`src/include/ledfp_pkg.sv`:
```
// shared constants and carrier types for the led driver fault sequencer
package ledfp_pkg;
	localparam int unsigned CLK_HZ             = 10_000_000;
	localparam int unsigned SHORT_BLANK_NS     = 175;
	localparam int unsigned LIMIT_BLANK_NS     = 275;
	localparam int unsigned AUX_OV_MIN_NS      = 1000;
	localparam int unsigned CLK_PERIOD_NS      = 1_000_000_000 / CLK_HZ;
	// blanking is a least time: round up
	localparam int unsigned SHORT_BLANK_CYC    =
		(SHORT_BLANK_NS + CLK_PERIOD_NS - 1) / CLK_PERIOD_NS;
	localparam int unsigned LIMIT_BLANK_CYC    =
		(LIMIT_BLANK_NS + CLK_PERIOD_NS - 1) / CLK_PERIOD_NS;
	// "longer than" 1 us: one cycle past the rounded-up figure
	localparam int unsigned AUX_OV_CYC         =
		(AUX_OV_MIN_NS + CLK_PERIOD_NS - 1) / CLK_PERIOD_NS + 1;
	localparam int unsigned SLOW_TICK_US       = 1000;
	localparam int unsigned SLOW_TICK_CYC      =
		SLOW_TICK_US * (CLK_HZ / 1_000_000);
	localparam int unsigned RECOVERY_MS        = 4000;
	localparam int unsigned BROWNOUT_MS        = 25;
	localparam int unsigned FAULT_CYCLES       = 4;
	localparam int unsigned MAX_ON_US          = 36;
	localparam int unsigned MAX_ON_CYC         =
		MAX_ON_US * (CLK_HZ / 1_000_000);

	typedef enum logic [2:0] {
		LEDFP_ST_STARTUP = 3'b000,
		LEDFP_ST_CHECK   = 3'b001,
		LEDFP_ST_RUN     = 3'b011,
		LEDFP_ST_PAUSE   = 3'b010,
		LEDFP_ST_STOP    = 3'b110
	} ledfp_state_t;

	// comparator flags from the analog front end (asynchronous)
	typedef struct packed {
		logic short_trip;
		logic limit_trip;
		logic aux_over;
		logic supply_over;
		logic line_low;
		logic line_ok;
		logic supply_start;
		logic hot;
		logic cool;
		logic imp_low;
		logic imp_done;
	} ledfp_sense_t;

	typedef struct packed {
		logic gate_drive;
		logic imp_check;
		logic brownout_flag;
		logic startup_consumption;
		logic recovery_pause;
		logic stopped;
	} ledfp_status_t;
endpackage : ledfp_pkg

```
`src/design/ledfp_sync.sv`:
```
// two-stage synchroniser for a bundle of asynchronous levels
`timescale 1ns/100ps
module ledfp_sync #(
	parameter int unsigned W = 1
) (
	input  wire logic         core_clk,
	input  wire logic         rst_b,
	input  wire logic [W-1:0] async_in,
	output logic      [W-1:0] sync_out
);
	logic [W-1:0] meta_q;

	always_ff @(posedge core_clk or negedge rst_b) begin
		if (!rst_b) begin
			meta_q   <= '0;
			sync_out <= '0;
		end else begin
			meta_q   <= async_in;
			sync_out <= meta_q;
		end
	end
endmodule : ledfp_sync

```
`src/design/ledfp_top.sv`:
```
// fault-protection sequencer of the led driver controller
`timescale 1ns/100ps
// Overview of operation
// - Short compare blanks 175 ns after turn-on, current limit 275 ns.
// - Four consecutive periods over the short threshold start auto-recovery.
// - Supply overvoltage stops gate pulses and starts auto-recovery.
// - After zero-crossing blanking, aux above 4.5 V over 1 us is an event.
// - Four consecutive cycles with aux events start auto-recovery.
// - Current limit trip ends the gate pulse for the rest of the cycle.
// - Line low for more than 25 ms raises the brown-out flag and stops.
// - Brown-out ends once line is above exit level and supply above start.
// - Brown-out exit goes to start-up consumption, restarts at start level.
// - Over-temperature stops operation until the cool release is seen.
// - Sense-pin check runs at start-up and after max on-time ends a pulse.
// - A sense-pin impedance at or below the short limit stops operation.
// - Auto-recovery issues no gate pulse until the 4 s delay has elapsed.
module ledfp_top
	import ledfp_pkg::*;
#(
	parameter int unsigned TICK_CYC    = SLOW_TICK_CYC,
	parameter int unsigned RECOVER_TKS = RECOVERY_MS,
	parameter int unsigned BROWN_TKS   = BROWNOUT_MS
) (
	input  wire logic          core_clk,
	input  wire logic          rst_b,
	input  wire logic          cycle_start,
	input  wire logic          zc_blank_done,
	input  wire ledfp_pkg::ledfp_sense_t sense,
	output ledfp_pkg::ledfp_status_t     status
);
	import ledfp_pkg::*;

	ledfp_sense_t s;
	ledfp_sync #(.W($bits(ledfp_sense_t))) u_sync (
		.core_clk (core_clk),
		.rst_b    (rst_b),
		.async_in (sense),
		.sync_out (s)
	);

	ledfp_state_t st_q, st_d;
	logic [22:0]  div_q;
	logic [11:0]  slow_q;
	logic [5:0]   brown_q;
	logic [9:0]   on_q;
	logic [3:0]   aux_q;
	logic [2:0]   sc_cnt_q, ov_cnt_q;
	logic         gate_q, sc_ev_q, ov_ev_q, brown_q_f, stop_cool_q;

	// slow timebase: one-cycle pulse per millisecond
	wire tick      = (div_q == 23'(TICK_CYC - 1));
	wire in_run    = (st_q == LEDFP_ST_RUN);
	wire short_ok  = gate_q && (on_q >= 10'(SHORT_BLANK_CYC));
	wire limit_ok  = gate_q && (on_q >= 10'(LIMIT_BLANK_CYC));
	wire sc_hit    = short_ok && s.short_trip;
	wire limit_hit = limit_ok && s.limit_trip;
	wire max_on    = gate_q && (on_q == 10'(MAX_ON_CYC - 1));
	wire aux_hit   = (aux_q == 4'(AUX_OV_CYC - 1)) && s.aux_over;
	// cycle counts include the cycle now closing
	wire sc_trip   = cycle_start && sc_ev_q
		&& (sc_cnt_q == 3'(FAULT_CYCLES - 1));
	wire ov_trip   = cycle_start && ov_ev_q
		&& (ov_cnt_q == 3'(FAULT_CYCLES - 1));
	wire brown_hit = s.line_low && (brown_q == 6'(BROWN_TKS)) && tick;
	wire to_pause  = in_run && (sc_trip || ov_trip || s.supply_over);
	wire pause_end = (slow_q == 12'(RECOVER_TKS - 1)) && tick;
	wire hard_stop = s.hot || brown_q_f || brown_hit;
	// any reason to end or withhold the pulse this cycle
	wire gate_cut  = !in_run || to_pause || hard_stop || limit_hit || max_on;

	always_comb begin
		st_d = st_q;
		unique case (st_q)
			LEDFP_ST_STARTUP: begin
				if (hard_stop) st_d = LEDFP_ST_STOP;
				else if (s.supply_start) st_d = LEDFP_ST_CHECK;
			end
			LEDFP_ST_CHECK: begin
				if (hard_stop) st_d = LEDFP_ST_STOP;
				else if (s.imp_done)
					st_d = s.imp_low ? LEDFP_ST_STOP : LEDFP_ST_RUN;
			end
			LEDFP_ST_RUN: begin
				if (hard_stop) st_d = LEDFP_ST_STOP;
				else if (to_pause) st_d = LEDFP_ST_PAUSE;
				else if (max_on) st_d = LEDFP_ST_CHECK;
			end
			LEDFP_ST_PAUSE: begin
				if (hard_stop) st_d = LEDFP_ST_STOP;
				else if (pause_end) st_d = LEDFP_ST_STARTUP;
			end
			LEDFP_ST_STOP: begin
				// thermal waits for cool; brown-out waits for line and supply
				if (!stop_cool_q && !brown_q_f && !s.hot && !brown_hit)
					st_d = LEDFP_ST_STOP;
				if (stop_cool_q && s.cool && !hard_stop)
					st_d = LEDFP_ST_STARTUP;
				if (brown_q_f && s.line_ok && s.supply_start && !s.hot)
					st_d = LEDFP_ST_STARTUP;
			end
			default: st_d = LEDFP_ST_STOP;
		endcase
	end

	always_ff @(posedge core_clk or negedge rst_b) begin
		if (!rst_b) begin
			st_q  <= LEDFP_ST_STARTUP;
			div_q <= '0;
		end else begin
			st_q  <= st_d;
			div_q <= tick ? '0 : div_q + 23'd1;
		end
	end

	// recovery pause timer in milliseconds
	always_ff @(posedge core_clk or negedge rst_b) begin
		if (!rst_b) slow_q <= '0;
		else if (st_q != LEDFP_ST_PAUSE) slow_q <= '0;
		else if (tick) slow_q <= slow_q + 12'd1;
	end

	// brown-out qualification: line must stay low through the whole window
	always_ff @(posedge core_clk or negedge rst_b) begin
		if (!rst_b) begin
			brown_q   <= '0;
			brown_q_f <= 1'b0;
		end else begin
			if (!s.line_low) brown_q <= '0;
			else if (tick && brown_q != 6'(BROWN_TKS)) brown_q <= brown_q + 6'd1;
			if (brown_hit) brown_q_f <= 1'b1;
			else if (s.line_ok && s.supply_start) brown_q_f <= 1'b0;
		end
	end

	// remembers whether the stop was thermal
	always_ff @(posedge core_clk or negedge rst_b) begin
		if (!rst_b) stop_cool_q <= 1'b0;
		else if (s.hot) stop_cool_q <= 1'b1;
		else if (s.cool) stop_cool_q <= 1'b0;
	end

	// gate pulse: opens at cycle start, ends on limit, max on-time, pause or stop
	always_ff @(posedge core_clk or negedge rst_b) begin
		if (!rst_b) begin
			gate_q <= 1'b0;
			on_q   <= '0;
		end else begin
			if (gate_cut) gate_q <= 1'b0;
			else if (cycle_start) gate_q <= 1'b1;
			if (cycle_start || !gate_q) on_q <= '0;
			else on_q <= on_q + 10'd1;
		end
	end

	// per-cycle event capture and consecutive counts
	always_ff @(posedge core_clk or negedge rst_b) begin
		if (!rst_b) begin
			aux_q    <= '0;
			sc_ev_q  <= 1'b0;
			ov_ev_q  <= 1'b0;
			sc_cnt_q <= '0;
			ov_cnt_q <= '0;
		end else begin
			if (!(zc_blank_done && s.aux_over && !gate_q)) aux_q <= '0;
			else if (!aux_hit) aux_q <= aux_q + 4'd1;
			if (to_pause || !in_run) begin
				sc_cnt_q <= '0;
				ov_cnt_q <= '0;
				sc_ev_q  <= 1'b0;
				ov_ev_q  <= 1'b0;
			end else if (cycle_start) begin
				sc_cnt_q <= sc_ev_q ? sc_cnt_q + 3'd1 : '0;
				ov_cnt_q <= ov_ev_q ? ov_cnt_q + 3'd1 : '0;
				sc_ev_q  <= sc_hit;
				ov_ev_q  <= aux_hit;
			end else begin
				if (sc_hit) sc_ev_q <= 1'b1;
				if (aux_hit) ov_ev_q <= 1'b1;
			end
		end
	end

	always_ff @(posedge core_clk or negedge rst_b) begin
		if (!rst_b) status <= '0;
		else begin
			// pin drops with the cut, never a cycle behind it
			status.gate_drive          <= gate_q && !gate_cut;
			status.imp_check           <= (st_d == LEDFP_ST_CHECK);
			status.brownout_flag       <= brown_q_f || brown_hit;
			status.startup_consumption <= (st_d == LEDFP_ST_STARTUP);
			status.recovery_pause      <= (st_d == LEDFP_ST_PAUSE);
			status.stopped             <= (st_d == LEDFP_ST_STOP);
		end
	end

	a_pause_no_gate: assert property (@(posedge core_clk) disable iff (!rst_b)
		(st_q == LEDFP_ST_PAUSE) |=> !status.gate_drive)
		else $error("gate pulse during recovery pause");
	a_limit_ends: assert property (@(posedge core_clk) disable iff (!rst_b)
		limit_hit |=> !gate_q ##1 !status.gate_drive)
		else $error("gate not ended by current limit");
	a_short_blank: assert property (@(posedge core_clk) disable iff (!rst_b)
		$rose(gate_q) |-> !sc_hit [*1] ##1 !sc_hit)
		else $error("short compare inside blanking");
	a_limit_blank: assert property (@(posedge core_clk) disable iff (!rst_b)
		$rose(gate_q) |-> !limit_hit [*3])
		else $error("limit compare inside blanking");
	a_sc_pause: assert property (@(posedge core_clk) disable iff (!rst_b)
		(sc_trip && in_run && !hard_stop) |=> st_q == LEDFP_ST_PAUSE)
		else $error("short count did not pause");
	a_ov_pause: assert property (@(posedge core_clk) disable iff (!rst_b)
		(in_run && s.supply_over && !hard_stop) |=> st_q == LEDFP_ST_PAUSE)
		else $error("supply overvoltage did not pause");
	a_aux_delay: assert property (@(posedge core_clk) disable iff (!rst_b)
		aux_hit |-> $past(s.aux_over, 10))
		else $error("aux event without long enough high");
	a_ov5_pause: assert property (@(posedge core_clk) disable iff (!rst_b)
		(ov_trip && in_run && !hard_stop) |=> st_q == LEDFP_ST_PAUSE)
		else $error("aux count did not pause");
	a_brown_flag: assert property (@(posedge core_clk) disable iff (!rst_b)
		brown_hit |=> status.brownout_flag && status.stopped)
		else $error("brown-out not flagged");
	a_brown_exit: assert property (@(posedge core_clk) disable iff (!rst_b)
		(st_q == LEDFP_ST_STOP && brown_q_f && s.line_ok && s.supply_start
			&& !s.hot) |=> status.startup_consumption)
		else $error("brown-out exit not immediate");
	a_hot_stop: assert property (@(posedge core_clk) disable iff (!rst_b)
		s.hot |=> status.stopped)
		else $error("thermal trip did not stop");
	a_maxon_check: assert property (@(posedge core_clk) disable iff (!rst_b)
		(max_on && in_run && !hard_stop && !to_pause) |=> status.imp_check)
		else $error("no impedance check after max on-time");
	a_imp_stop: assert property (@(posedge core_clk) disable iff (!rst_b)
		(st_q == LEDFP_ST_CHECK && s.imp_done && s.imp_low) |=> status.stopped)
		else $error("shorted sense pin not stopped");
	a_cnt_clear: assert property (@(posedge core_clk) disable iff (!rst_b)
		to_pause |=> sc_cnt_q == 3'd0 && ov_cnt_q == 3'd0)
		else $error("fault counters not cleared");
endmodule : ledfp_top

```
`config.mk`:
```
export PLATFORM = sky130hd
export DESIGN_NAME = ledfp_top
export DESIGN_NICKNAME = d
export VERILOG_FILES = /design/src/include/ledfp_pkg.sv /design/src/design/ledfp_sync.sv /design/src/design/ledfp_top.sv
export SDC_FILE = /design/constraint.sdc
export NUM_CORES = 1
export LEC_CHECK = 0
export ABC_AREA = 1
export BUFFER_PORTS_ARGS = -buffer_cell sky130_fd_sc_hd__buf_2
export CAP_MARGIN = 20
export CORE_MARGIN = 2
export CORE_UTILIZATION = 40
export CTS_CLUSTER_DIAMETER = 30
export DETAILED_ROUTE_END_ITERATION = 10
export GPL_ROUTABILITY_DRIVEN = 0
export REMOVE_ABC_BUFFERS = 1
export SLEW_MARGIN = 15
export SYNTH_ARGS = -nofsm -noshare
export SYNTH_HDL_FRONTEND = slang
export SYNTH_SLANG_ARGS = --single-unit
```
`constraint.sdc`:
```
create_clock -name core_clk -period 5.3 [get_ports core_clk]
set_input_delay 1.06 -clock core_clk [delete_from_list [all_inputs] [get_ports core_clk]]
set_output_delay 1.06 -clock core_clk [all_outputs]
set_load 0.05 [all_outputs]
```
Word-level counts from Yosys, hierarchy flattened
Index checks and enable logic that the tools add are counted.
Cells by class
  $add $sub $neg: 7
  order comparisons: 2
  equality and inequality tests: 18
  mux-type cells: 40
  reductions and logical operators: 54
Operators by type and width (number)
  $mux 3: 19
  $logic_and 1x1->1: 27
  $mux 12: 2
  $add 23x1->23 const B: 1
  $eq 23x14->1 const B: 1
  $mux 23: 1
  $ge 10x2->1 const B: 2
  $eq 3x2->1 const B: 5
  $pmux 3 s5: 1
  $add 12x1->12 const B: 1
  $eq 12x12->1 const B: 1
  $mux 1: 12
  $mux 6: 2
  $add 10x1->10 const B: 1
  $eq 10x9->1 const B: 1
  $logic_or 1x1->1: 10
  $mux 10: 1
  $reduce_bool 2->1: 5
  $logic_not 1->1: 8
  $mux 4: 2
  $add 3x1->3 const B: 2
  $add 6x1->6 const B: 1
  $eq 3x1->1 const B: 2
  $eq 3x3->1 const B: 2
  other kinds (8): 11
Word-level totals
  register bits after elaboration: 97
  input bits: 15

Longest topological paths before layout
  depth in word-level cells: 11
  mapped depth: 14

Modules after synthesis
From an unflattened synthesis, not the netlist that was laid out.
Unflattened totals
  cell total of the unflattened synthesis: 527
  area total of the unflattened synthesis: 4729.5 sq um
Modules (own cells, without submodules)
  ledfp_top: times used 1, cells an instance 505, area each 4179.0 sq um
  ledfp_sync: times used 1, cells an instance 22, area each 550.5 sq um

Least setup slack after synthesis
Ideal clock, no wire load.
  path type: input to register
  from: in cycle_start
  to: reg ov_cnt_q[2]
  setup time: 82 ps
  data arrival time: 1984 ps
  data required time: 5218 ps
  path slack: 3233 ps
  cell stages on the path: 7
  buffers on the path: 0
  cell sequence: nand2_1 nor2_1 nor3_1 nand2_1 nor2_1 inv_1 o22ai_1
Between the ends
  cells in the longest elaborated chain, start to end: 7
  elaborated cells on any way between the ends: 10
  classes of those cells: mux (1); reduce/logical (9)
Ends and longest elaborated chain
  start, declared: line ledfp_top.sv:26  | input wire logic cycle_start,
  $logic_and 1x1->1 (on tied branches): line ledfp_top.sv:60, ledfp_top.sv:62
  $logic_and 1x1->1 (on tied branches): line ledfp_top.sv:61, ledfp_top.sv:63
  $logic_or 1x1->1 (2 in a row): line ledfp_top.sv:65  | wire to_pause = in_run && (sc_trip || ov_trip || s.supply_over);
  $logic_and 1x1->1: line ledfp_top.sv:65
  $logic_or 1x1->1: line ledfp_top.sv:166  | if (to_pause || !in_run) begin
  $mux 3 or $reduce_bool 2->1 (tied branches)
  end signal, assigned: line ledfp_top.sv:173  | ov_cnt_q <= ov_ev_q ? ov_cnt_q + 3'd1 : '0;
  end, declared: line ledfp_top.sv:47  | logic [2:0] sc_cnt_q, ov_cnt_q;
Parallel ways exist; a longest one is shown, timed or not.
A chain may end at the register's enable or synchronous reset.

Worst setup path in the final report
Same ends and word-level chain as after synthesis.

==> results.py <==
metrics = {
    "status": {
        "status": "finished clean",
    },
    "yosys": {
        "synth_cells": 522,
        "synth_xor_area_frac": 0.0288,
        "yosys_register_bits": 97,
        "synth_top_family_by_area": "simple AND/OR/NAND/NOR gates",
        "synthArstFlopShare": 1.00,
        "synth_fa_ha_area_frac": 0.0329,
        "synth_warnings": 0,
        "synth_compound_area_frac": 0.0714,
        "synth-main-ff-cell": "dfrtp_1",
        "synth_mux_area_frac": 0,
        "synth_area_sq_um": 4560,
        "synth_cell_type_count": 38,
        "syn_avg_cell_area_sq_um": 8.73,
        "ys_seq_area_frac": 0.533,
        "synth_edf_count": 0,
        "synth-simple-area-share": 0.262,
    },
    "detailed_routing": {
        "first_pass_iters": 4,
        "post_drt_via_cell_ratio": 4.86,
        "antenna_left": 0,
        "routedWlPerCell_um": 12.3,
        "vias": 3394,
        "wirelength_um": 8560,
        "first_iter_violations": 142,
        "drc_errors": 0,
    },
    "critical_path": {
        "worst_setup_path_start_kind": "input port",
        "crit_type": "in -> reg",
        "r2r_cells": 8,
        "worstReg2RegStart": "div_q[4]",
        "endpoint_kind": "flop",
        "regToRegSetupSlack_ps": 3260,
        "arrival_ps": 2380,
        "cp.required_ps": 5550,
        "rr_endpoint": "brown_q[0]",
        "worst-path-max-fanout": 7,
    },
    "timing": {
        "finalSetupViolCount": 0,
        "final-hold-violation-count": 0,
        "finalCritPeriodShare": 0.402,
        "rsz0062_at_grt": "no",
        "maxClockFrequency_ghz": 0.470,
        "fin_hold_ws_ps": 348,
        "timing.slew.headroom": 0.499,
        "tns_ps": 0,
        "worst_slew_pin_slew_ps": 751,
        "fin_worst_skew_ps": 7.25,
        "fin_crit_ps": 2130,
        "drv_slew": 0,
    },
    "die": {
        "num_io_pins": 21,
        "rows": 38,
        "die_h_um": 111,
        "start_util": 0.415,
        "fp.dieW_um": 111,
        "dieArea_sq_um": 12300,
        "core_sq_um": 11000,
    },
    "clock_tree": {
        "cts_tree": "built",
        "cts_hold_buffers": 0,
        "clk_latency_ps": 340,
        "cts-root-buf": "clkbuf_16",
        "cts.repair.resized": 0,
        "cts.clk_slew.worst_paths_ps": 60,
        "cts_buffers": 9,
        "max-clock-path-buffers": 2,
        "cts.sinks": 97,
        "post-cts-setup-buffers": 0,
        "htreeDepth": 3,
    },
    "global_route": {
        "grt_pass1_wl_um": 15200,
        "grt_usage": 0.151,
        "grt_pass1_vias": 3398,
        "overflow": 0,
        "grt_max_degree": 61,
        "grt_antenna_before_repair": 0,
    },
    "cells_and_area": {
        "fin_util": 0.468,
        "final_cell_mix": "nand2_1, dfrtp_1, inv_1",
        "antenna_cells": 0,
        "nets": 580,
        "final_common_cell": "nand2_1",
        "syn2layout_area_growth_pct": 12.8,
        "drive_above_1_share": 0.116,
        "nFillCells": 1041,
    },
    "worst_hold_path": {
        "hp-start": "u_sync.meta_q[6]",
        "hold_depth": 0,
        "holdPathEnd": "u_sync.sync_out[6]",
        "hold_class": "reg -> reg",
    },
    "pwr": {
        "p_sw_mw": 0.444,
        "clock_power_share": 0.398,
        "seqPwrFrac": 0.481,
        "power_frac_comb": 0.121,
        "power.internal_mw": 1.20,
        "vdd_ir_drop_max_mv": 0.176,
        "power_leakage_nw": 2.49,
        "power_density_nw_per_um2": 320,
        "switching_share": 0.270,
    },
    "job": {
        "drv_cap": 0,
    },
    "placed_design": {
        "dpl.hpwl_um": 6350,
        "port-buffer-count": 20,
    },
}
==> per-layer routing <==
metal	GRT usage	vias up	wire length, um
met5	0	-	0
met4	0.0558	0	123
met3	0.0437	12	245
met2	0.231	35	3850
met1	0.203	1610	4340
li1	-	1737	-
==> synthesized netlist by cell type (3+ instances only) <==
cell type | count | area, sq um
nor4_1 | 3 | 18.8
nor2_2 | 4 | 25.0
o21ai_0 | 22 | 110
nand2_1 | 103 | 387
xor2_1 | 14 | 123
nor2_4 | 4 | 45.0
nor3b_1 | 8 | 60.1
a21oi_1 | 18 | 90.1
nor3_1 | 19 | 95.1
nor2_1 | 63 | 236
nand3_1 | 21 | 105
nand4_1 | 9 | 56.3
dfrtp_1 | 97 | 2430
nand3_2 | 7 | 70.1
ha_1 | 12 | 150
inv_2 | 4 | 15.0
nand2_2 | 4 | 25.0
o22ai_1 | 3 | 18.8
inv_1 | 82 | 308
==> power by group through the flow <==
stage | Clock [mW] | Combinational (mW) | Sequential (mW)
floorplan | 0 | 0.0966 | 0.840
global placement | 0 | 0.195 | 0.806
detailed placement | 0 | 0.199 | 0.805
CTS | 0.676 | 0.200 | 0.791
global route | 0.706 | 0.223 | 0.793
finish | 0.655 | 0.199 | 0.791
==> logic make-up after synthesis <==
logic type,after synthesis
compound gates,57
xor+xnor,15
fa+ha+maj,12
simple gates,254
flops,97
buf+inv,87
==> metrics by stage <==
stage               worst slack [ps]  cell area (sq um)  cells  total power, mW
finish                          3170               5140    698             1.65
CTS                             3210               5140    698             1.67
global placement                2930               4840    682             1.00
detailed placement              2850               4840    682             1.00
global route                    2980               5140    698             1.72
floorplan                       3230               4550    521            0.936
==> critical path, stage by stage <==
cell and delay (ps):
buf_2 120, nand2_1 80, nor2_1 50, nor3_1 230, nand2_1 170, nor2_1 360
inv_1 110, o22ai_1 200
==> how the worst max path moves through the flow <==
stage / startpoint / to / slack [ps] / cells past startpoint
after floorplan: cycle_start / ov_cnt_q[2] / 3230 / 7
after global placement: cycle_start / sc_cnt_q[2] / 2930 / 8
after detailed placement: cycle_start / ov_cnt_q[2] / 2850 / 8
after CTS: cycle_start / ov_cnt_q[2] / 3210 / 8
after global routing: cycle_start / ov_cnt_q[2] / 2980 / 8
final: cycle_start / ov_cnt_q[2] / 3170 / 8
==> area by class of cell <==
cell class	instances	area, sq um	area share
clock buffers	10	239	0.0465
clock inverters	6	65.1	0.0127
inverters	86	323	0.0628
multi-input cells	338	1800	0.350
flip-flops and latches	97	2430	0.472
well taps	140	175	0.0341
repair buffers	21	110	0.0214
==> registers in the layout, summed over array words and instances (netlist names), 3 cells and up <==
| name | cells |
|---|---|
| brown_q | 6 |
| status | 6 |
| sc_cnt_q | 3 |
| st_q | 3 |
| slow_q | 12 |
| ov_cnt_q | 3 |
| u_sync.sync_out | 11 |
| aux_q | 4 |
| div_q | 23 |
| u_sync.meta_q | 11 |
| on_q | 10 |
No activity file was read; power rests on OpenSTA's default activity.
